$ cat config.mk
export PLATFORM = sky130hd
export DESIGN_NAME = psrc_top
export DESIGN_NICKNAME = d
export VERILOG_FILES = /design/src/shared/psrc_pkg.sv /design/src/logic/psrc_apb_if.sv /design/src/logic/psrc_top.sv
export SDC_FILE = /design/constraint.sdc
export NUM_CORES = 1
export LEC_CHECK = 0
export BUFFER_PORTS_ARGS = -buffer_cell sky130_fd_sc_hd__buf_2
export CORE_UTILIZATION = 36
export CTS_CLUSTER_SIZE = 28
export DETAILED_ROUTE_END_ITERATION = 7
export GPL_TIMING_DRIVEN = 1
export PLACE_DENSITY = 0.84
export REMOVE_ABC_BUFFERS = 1
export SLEW_MARGIN = 10
export SYNTH_ARGS = -nofsm -noshare
export SYNTH_HDL_FRONTEND = slang
export SYNTH_SLANG_ARGS = --single-unit
$ cat constraint.sdc
create_clock -name clk -period 2 [get_ports clk]
set_clock_uncertainty 0.15 [all_clocks]
set_input_delay 0.2 -clock clk [delete_from_list [all_inputs] [get_ports clk]]
set_output_delay 0.2 -clock clk [all_outputs]
set_load 0.02 [all_outputs]
$ cat src/shared/psrc_pkg.sv
// Package: register map, field layout and reset values of the reset control
package psrc_pkg;

   localparam logic [11:0] SRC2_OFFSET   = 12'h048;
   localparam logic [31:0] SRC2_RESET    = 32'h00000000;
   // Writable bits: phy (30), mac (28), io ports g..a (6:0)
   localparam logic [31:0] SRC2_RW_MASK  = 32'h5000007F;
   localparam int          PHY_BIT       = 30;
   localparam int          MAC_BIT       = 28;
   localparam int          PORT_LSB      = 0;
   localparam int          PORT_COUNT    = 7;
   localparam logic [31:0] RDATA_IDLE    = 32'h00000000;

   // APB slave phases
   typedef enum logic [1:0] {
      PSRC_IDLE,
      PSRC_ACCESS,
      PSRC_DONE
   } psrc_state_t;

endpackage : psrc_pkg

$ cat src/logic/psrc_apb_if.sv
// APB slave front end: one-wait-state answer with decode of the single word
`timescale 1ns/10ps
`default_nettype none

module psrc_apb_if
(
   input  wire logic        clk,
   input  wire logic        rstn,
   input  wire logic        psel,
   input  wire logic        penable,
   input  wire logic        pwrite,
   input  wire logic [11:0] paddr,
   output var  logic        pready_q,
   output var  logic        pslverr_q,
   output var  logic        wr_hit_q,
   output var  logic        rd_hit_q
);

   psrc_pkg::psrc_state_t state_q;
   logic                  hit;

   // Word decode; anything else answers with an error
   assign hit = (paddr == psrc_pkg::SRC2_OFFSET);

   // Phase tracking: ready comes one cycle into the access phase
   always_ff @(posedge clk)
   begin
      if (!rstn)
      begin
         state_q   <= psrc_pkg::PSRC_IDLE;
         pready_q  <= 1'b0;
         pslverr_q <= 1'b0;
         wr_hit_q  <= 1'b0;
         rd_hit_q  <= 1'b0;
      end
      else
      begin
         wr_hit_q <= 1'b0;
         rd_hit_q <= 1'b0;
         unique case (state_q)
            psrc_pkg::PSRC_IDLE:
            begin
               pready_q  <= 1'b0;
               pslverr_q <= 1'b0;
               if (psel && penable)
               begin
                  state_q   <= psrc_pkg::PSRC_DONE;
                  pready_q  <= 1'b1;
                  pslverr_q <= !hit;
                  wr_hit_q  <= hit && pwrite;
                  rd_hit_q  <= hit && !pwrite;
               end
            end
            psrc_pkg::PSRC_ACCESS:
               state_q <= psrc_pkg::PSRC_IDLE;
            psrc_pkg::PSRC_DONE:
            begin
               // Ready drops after the completing edge
               state_q   <= psrc_pkg::PSRC_IDLE;
               pready_q  <= 1'b0;
               pslverr_q <= 1'b0;
            end
         endcase
      end
   end

endmodule // psrc_apb_if

`default_nettype wire

$ cat src/logic/psrc_top.sv
// Software reset control register with capability-masked writes
`timescale 1ns/10ps
`default_nettype none

module psrc_top
(
   input  wire logic        clk,
   input  wire logic        rstn,
   input  wire logic        psel,
   input  wire logic        penable,
   input  wire logic        pwrite,
   input  wire logic [11:0] paddr,
   input  wire logic [31:0] pwdata,
   input  wire logic [31:0] capability_mask_four,
   output var  logic [31:0] prdata_q,
   output var  logic        pready,
   output var  logic        pslverr,
   output var  logic        phy_unit_reset_q,
   output var  logic        mac_unit_reset_q,
   output var  logic [6:0]  io_port_reset_q
);

   logic [31:0] ctrl_q;
   logic [31:0] ctrl_d;
   logic        wr_hit;
   logic        rd_hit;
   logic        pready_q;
   logic        pslverr_q;

   ////////////////////////////////////////////////////////////////////////
   // Bus front end
   psrc_apb_if u_apb
   (
      .clk       (clk),
      .rstn      (rstn),
      .psel      (psel),
      .penable   (penable),
      .pwrite    (pwrite),
      .paddr     (paddr),
      .pready_q  (pready_q),
      .pslverr_q (pslverr_q),
      .wr_hit_q  (wr_hit),
      .rd_hit_q  (rd_hit)
   );
   assign pready  = pready_q;
   assign pslverr = pslverr_q;

   // Write data sampled during access; held stable by the master
   logic [31:0] wdata_q;
   always_ff @(posedge clk)
   begin
      if (!rstn)
         wdata_q <= psrc_pkg::SRC2_RESET;
      else if (psel && penable && !pready_q)
         wdata_q <= pwdata;
   end

   ////////////////////////////////////////////////////////////////////////
   // Masked update: only present, writable bits change
   function automatic logic [31:0] masked_merge(
      input logic [31:0] old_v,
      input logic [31:0] new_v,
      input logic [31:0] en
   );
      logic [31:0] m;
      m = en & psrc_pkg::SRC2_RW_MASK;
      masked_merge = (old_v & ~m) | (new_v & m);
   endfunction

   // Next value of the control word
   always_comb
   begin
      ctrl_d = ctrl_q;
      if (wr_hit)
         ctrl_d = masked_merge(ctrl_q, wdata_q,
                               capability_mask_four);
   end

   // Control word; cleared so no unit is forced into reset
   always_ff @(posedge clk)
   begin
      if (!rstn)
         ctrl_q <= psrc_pkg::SRC2_RESET;
      else
         ctrl_q <= ctrl_d;
   end

   ////////////////////////////////////////////////////////////////////////
   // Reset outputs; registered from next value so they track the word
   always_ff @(posedge clk)
   begin
      if (!rstn)
      begin
         phy_unit_reset_q <= 1'b0;
         mac_unit_reset_q <= 1'b0;
         io_port_reset_q  <= '0;
      end
      else
      begin
         phy_unit_reset_q <= ctrl_d[psrc_pkg::PHY_BIT];
         mac_unit_reset_q <= ctrl_d[psrc_pkg::MAC_BIT];
         io_port_reset_q  <= ctrl_d[psrc_pkg::PORT_LSB +:
                                    psrc_pkg::PORT_COUNT];
      end
   end

   // Word decode shared by the read path and the refusal check
   function automatic logic is_ctrl_word(input logic [11:0] a);
      is_ctrl_word = (a == psrc_pkg::SRC2_OFFSET);
   endfunction

   // Read data: word on a hit, zero otherwise; reserved bits are zero.
   // Cleared at the completing edge so the bus never shows stale data.
   always_ff @(posedge clk)
   begin
      if (!rstn)
         prdata_q <= psrc_pkg::RDATA_IDLE;
      else if (psel && penable && !pready_q && !pwrite &&
               is_ctrl_word(paddr))
         prdata_q <= ctrl_q & psrc_pkg::SRC2_RW_MASK;
      else
         prdata_q <= psrc_pkg::RDATA_IDLE;
   end

   ////////////////////////////////////////////////////////////////////////
   // Checks
   // Synchronous reset: the word is zero one edge after rstn is seen low
   property p_reset_zero;
      @(posedge clk)
      !rstn |=> ctrl_q == psrc_pkg::SRC2_RESET;
   endproperty
   a_reset_zero: assert property (p_reset_zero)
      else $error("control word not cleared by reset");

   property p_mask_gate;
      @(posedge clk) disable iff (!rstn)
      wr_hit |=> ((ctrl_q ^ $past(ctrl_q)) &
                  ~$past(capability_mask_four)) == 32'h00000000;
   endproperty
   a_mask_gate: assert property (p_mask_gate)
      else $error("absent unit bit changed");

   property p_reserved_zero;
      @(posedge clk) disable iff (!rstn)
      (ctrl_q & ~psrc_pkg::SRC2_RW_MASK) == 32'h00000000;
   endproperty
   a_reserved_zero: assert property (p_reserved_zero)
      else $error("reserved bit set");

   property p_phy;
      @(posedge clk) disable iff (!rstn)
      phy_unit_reset_q == ctrl_q[psrc_pkg::PHY_BIT];
   endproperty
   a_phy: assert property (p_phy)
      else $error("phy reset does not follow its bit");

   property p_mac;
      @(posedge clk) disable iff (!rstn)
      mac_unit_reset_q == ctrl_q[psrc_pkg::MAC_BIT];
   endproperty
   a_mac: assert property (p_mac)
      else $error("mac reset does not follow its bit");

   property p_ports;
      @(posedge clk) disable iff (!rstn)
      io_port_reset_q == ctrl_q[psrc_pkg::PORT_LSB +: psrc_pkg::PORT_COUNT];
   endproperty
   a_ports: assert property (p_ports)
      else $error("port resets do not follow their bits");

   property p_hold;
      @(posedge clk) disable iff (!rstn)
      !wr_hit |=> $stable(ctrl_q) && $stable(io_port_reset_q);
   endproperty
   a_hold: assert property (p_hold)
      else $error("reset changed without a write");

   property p_write_value;
      @(posedge clk) disable iff (!rstn)
      wr_hit && (capability_mask_four == 32'hFFFFFFFF) |=>
         ctrl_q == ($past(wdata_q) & psrc_pkg::SRC2_RW_MASK);
   endproperty
   a_write_value: assert property (p_write_value)
      else $error("write with full mask not stored");

   property p_ready_one;
      @(posedge clk) disable iff (!rstn)
      pready_q |=> !pready_q;
   endproperty
   a_ready_one: assert property (p_ready_one)
      else $error("ready held longer than one cycle");

   ////////////////////////////////////////////////////////////////////////
   // Checks on the reset outputs and the bus answer
   // Slices of the mask and staged data for the port checks
   logic [psrc_pkg::PORT_COUNT-1:0] port_mask;
   logic [psrc_pkg::PORT_COUNT-1:0] port_wdata;
   assign port_mask  = capability_mask_four[psrc_pkg::PORT_LSB +:
                                            psrc_pkg::PORT_COUNT];
   assign port_wdata = wdata_q[psrc_pkg::PORT_LSB +: psrc_pkg::PORT_COUNT];

   // Every unit leaves reset with the word, and the bus goes quiet
   property p_reset_outputs;
      @(posedge clk)
      !rstn |=> !phy_unit_reset_q && !mac_unit_reset_q &&
                io_port_reset_q == 7'h00 && !pready_q && !pslverr_q;
   endproperty
   a_reset_outputs: assert property (p_reset_outputs)
      else $error("unit reset left on by system reset");

   // A present phy bit takes the written value at the commit edge
   property p_set_phy;
      @(posedge clk) disable iff (!rstn)
      wr_hit && capability_mask_four[psrc_pkg::PHY_BIT] |=>
         phy_unit_reset_q == $past(wdata_q[psrc_pkg::PHY_BIT]);
   endproperty
   a_set_phy: assert property (p_set_phy)
      else $error("phy reset did not take the written bit");

   // A present mac bit takes the written value at the commit edge
   property p_set_mac;
      @(posedge clk) disable iff (!rstn)
      wr_hit && capability_mask_four[psrc_pkg::MAC_BIT] |=>
         mac_unit_reset_q == $past(wdata_q[psrc_pkg::MAC_BIT]);
   endproperty
   a_set_mac: assert property (p_set_mac)
      else $error("mac reset did not take the written bit");

   // Ports: enabled bits take the data, the others keep their state
   property p_port_update;
      @(posedge clk) disable iff (!rstn)
      wr_hit |=> io_port_reset_q ==
         (($past(port_wdata) & $past(port_mask)) |
          ($past(io_port_reset_q) & ~$past(port_mask)));
   endproperty
   a_port_update: assert property (p_port_update)
      else $error("port resets did not take the masked write");

   // A unit stays in reset until software clears its bit
   property p_unit_held;
      @(posedge clk) disable iff (!rstn)
      !wr_hit |=> $stable(phy_unit_reset_q) && $stable(mac_unit_reset_q);
   endproperty
   a_unit_held: assert property (p_unit_held)
      else $error("phy or mac reset changed without a write");

   // Read answer carries the word while ready stands
   property p_read_data;
      @(posedge clk) disable iff (!rstn)
      rd_hit |-> pready_q && !pslverr_q && prdata_q == ctrl_q;
   endproperty
   a_read_data: assert property (p_read_data)
      else $error("read answer does not match the word");

   // Read data is zero whenever no answer stands
   property p_rdata_idle;
      @(posedge clk) disable iff (!rstn)
      !pready_q |-> prdata_q == psrc_pkg::RDATA_IDLE;
   endproperty
   a_rdata_idle: assert property (p_rdata_idle)
      else $error("read data shown outside the answer cycle");

   // Access to any other word is refused with an error answer
   property p_refuse;
      @(posedge clk) disable iff (!rstn)
      psel && penable && !pready_q && !is_ctrl_word(paddr) |=>
         pready_q && pslverr_q && !wr_hit &&
         prdata_q == psrc_pkg::RDATA_IDLE;
   endproperty
   a_refuse: assert property (p_refuse)
      else $error("unmapped access not refused");

   // One wait state: ready follows the first access edge
   property p_ready_wait;
      @(posedge clk) disable iff (!rstn)
      psel && penable && !pready_q |=> pready_q;
   endproperty
   a_ready_wait: assert property (p_ready_wait)
      else $error("ready not given one cycle into the access");

   // A write commits only at the edge where ready is seen
   property p_write_commit;
      @(posedge clk) disable iff (!rstn)
      wr_hit |-> pready_q && !pslverr_q && pwrite;
   endproperty
   a_write_commit: assert property (p_write_commit)
      else $error("write committed outside its ready cycle");

   c_write: cover property (@(posedge clk) disable iff (!rstn) wr_hit);
   c_read: cover property (@(posedge clk) disable iff (!rstn) rd_hit);
   c_phy_on: cover property (@(posedge clk) disable iff (!rstn)
      $rose(phy_unit_reset_q));
   c_err: cover property (@(posedge clk) disable iff (!rstn) pslverr_q);

endmodule // psrc_top

`default_nettype wire

==> results.toml <==
[setup_path]
critPathTopFamily = "buffers and inverters"
arrival_ns = 1.68
r2r_cells = 3
criticalPathCategory = "input pin to flop"
critical-path-slowest-cell = "dlygate4sd3_1"
r2r_setup_slack_ns = 0.52
cp.required_ns = 2.06
critPathBufInv = 2
cp.depth = 5
critical_path.cell_chain = "dlygate4sd3_1 > buf_2 > nand3b_1 > mux2i_1 > nor2b_1"
r2r_path_start = "u_apb.pready_q"
critical_path.max_stage_delay_ns = 0.52
critical_path_peak_fanout = 9
crit_start = "penable"
crit_path_start_kind = "input pin"
crit-reg2reg-capture = "wdata_q[1]"
critical_path.endpoint = "wdata_q[1]"
crit_path_end_kind = "flop"

[synthesis]
synthDistinctLibCells = 19
synth-seq-cells = 31
mappedNetlistArea_mm2 = 0.00131
postSynthCellCount = 135
synth_seq_area_share_pct = 47.4
synth.yosys.warnings = 0
syn_avg_cell_area_um2 = 9.69

[status]
status = "finished clean"

[grt]
grt_start_max_net_pins = 19
antenna_found_initial = 0
grt_pass1_wl_mm = 4.13
grt_ovf = 0
grt_pass1_vias = 969
grt_usage_pct = 14.2

[floorplan]
die_height_um = 62.3
die_area_mm2 = 0.00388
boundaryPins = 124
floorplan.initialDensity_pct = 38.3
placeableCoreArea_mm2 = 0.00342
placement_rows = 21
chip_width_um = 62.3

[min_path]
hold_path.startpoint = "capability_mask_four[3]"
hp-class = "input pin to flop"

[sta]
setup_repair_after_global_routing_missed_its_margin = "no"
slew_headroom_pct = 57.4
final.period_utilization_pct = 80.7
fin_max_slew_vios = 0
worst_max_slew_pin_slew_ns = 0.638
period_needed_ns = 1.61
timing.hold.ws_ns = 0.0117
fmax_ghz = 0.619
setup_viol_count_final = 0
finalHoldViolCount = 0
setup_total_negative_slack_ns = 0

[power_and_ir_drop]
power.share.sequential_pct = 58.4
power.share.clock_pct = 28.6
p_int_uw = 815
vdd_drop_max_mv = 0.388
areal_power_density_over_the_cells_mw_per_mm2 = 634
netSwitchingPower_uw = 271
pwr-share-comb_pct = 13.0
power.switching_fraction_pct = 24.9
p_leak_nw = 0.866

[detailed_routing]
first_iter_violations = 26
drt_first_pass_iters = 4
average_wire_per_cell_in_the_routed_design_um = 10.4
via_density_per_instance = 4.32
via_count = 1081
number_of_remaining_drc_errors = 0
final_antenna_net_count = 0
wl_mm = 2.61

[clock_tree]
clkLatencyLatePin_ns = 0.31
tritoncts_clock_tree = "built"
cts_setup_buffers = 0
cts.clk_slew.worst_paths_ns = 0.08
clock_tree.root_cell = "clkbuf_4"
cts_bufs_inserted = 5
cts.htree.levels = 2
maximum_buffer_depth_of_the_clock_tree = 2
cts.sink_count = 31

[final_layout]
nets = 286
fraction_of_layout_cells_with_a_size_suffix_above_1_pct = 31.9
design_area_mm2 = 0.00171
layout-area-overhead-vs-synth_pct = 30.9
antenna_cells_inserted = 0
final_util_pct = 50.1

[placed_design]
gpl.final_weighted_congestion = 0.685
post-dp-hpwl_mm = 1.88
buffer_ports.inserted = 54
place_area_mm2 = 0.00154

[flow_run]
maxCapViolCount = 0
[per-stage QoR]
stage	std cells	power (mW)	setup WS [ns]
2_1_floorplan	129	0.718	0.513
3_3_place_gp	231	0.768	0.351
3_5_place_dp	231	0.770	0.344
4_1_cts	248	1.10	0.379
5_1_grt	250	1.15	0.307
6_report	250	1.09	0.386
[cells in the mapped netlist]
cell type / count / area, um^2
buf_4: 23 / 173
dfxtp_1: 31 / 621
nor3_1: 2 / 10.0
or4b_1: 1 / 10.0
nand3b_1: 1 / 7.51
or4_4: 1 / 11.3
and3_1: 10 / 62.6
nor2b_1: 9 / 56.3
a21boi_0: 9 / 67.6
nor4_4: 1 / 21.3
clkbuf_1: 4 / 15.0
or4b_4: 1 / 13.8
conb_1: 1 / 3.75
nand3_1: 9 / 45.0
mux2i_1: 9 / 90.1
nand3_4: 1 / 17.5
nand2_1: 18 / 67.6
buf_2: 1 / 5.00
nor2_1: 3 / 11.3
[per-layer routing]
metal / up-vias / wire length (um) / share of wire (%) / track usage (%)
met4: 0 / 20 / 0.77 / 6.10
met3: 4 / 193 / 7.4 / 6.07
met2: 48 / 1320 / 51 / 26.9
met1: 486 / 1080 / 41 / 13.2
met5: - / 0 / 0 / 0
li1: 543 / - / - / -
[worst min-delay path by stage]
stage	depth (start not counted)	endpoint	slack [ns]
2_1_floorplan	1	wdata_q[0]	0.18
3_3_place_gp	1	u_apb.state_q[1]	0.27
3_5_place_dp	1	u_apb.state_q[1]	0.28
4_1_cts	3	flop	0.00003
5_1_grt	3	flop	0.002
6_report	3	flop	0.01
[cell type report]
cell class,count,area [um^2]
Tap cell,46,57.6
Timing Repair Buffer,69,415
Clock buffer,6,41.3
Sequential cell,31,621
Fill cell,347,1700
Multi-Input combinational cell,98,578
[power groups by stage]
stage | Clock, mW | Combinational [mW] | Sequential [mW]
after global placement | 0 | 0.120 | 0.648
after CTS | 0.328 | 0.139 | 0.634
after floorplan | 0 | 0.0695 | 0.649
final | 0.311 | 0.141 | 0.633
after global routing | 0.358 | 0.153 | 0.635
after detailed placement | 0 | 0.122 | 0.648
[cell families (layout without fill, tap and decap cells)]
family | count (synthesis) | count (layout) | synth area share [%]
other | 1 | 23 | 0.287
buffers and inverters | 28 | 75 | 14.7
AO/OA/AOI/OAI | 9 | 9 | 5.16
multiplexers | 9 | 9 | 6.88
flip-flops | 31 | 31 | 47.4
AND/OR/NAND/NOR | 57 | 57 | 25.5
[worst min-delay path: cells and delay by family]
family / cells / cell delay [ns]
buffers and inverters: 1 / 0.10
AO/OA/AOI/OAI: 1 / 0.06
AND/OR/NAND/NOR: 1 / 0.07
[what timing repair did]
item	CTS	global route
hold endpoints to repair	11	2
hold buffers	11	2
gates resized for setup	0	0
[cells in the final DEF, fill, tap and decap left out]
cell / n
dlygate4sd3_1: 13
nor3_1: 2
or4b_4: 1
dfxtp_1: 31
or4_4: 1
nor4_4: 1
nand3b_1: 1
mux2i_1: 9
and3_1: 10
nand3_1: 9
conb_1: 23
or4b_1: 1
clkbuf_1: 1
nor2b_1: 9
buf_4: 2
nor2_1: 3
clkbuf_4: 5
nand2_1: 18
buf_2: 54
nand3_4: 1
a21boi_0: 9
No activity file was read; power rests on OpenSTA's default activity.
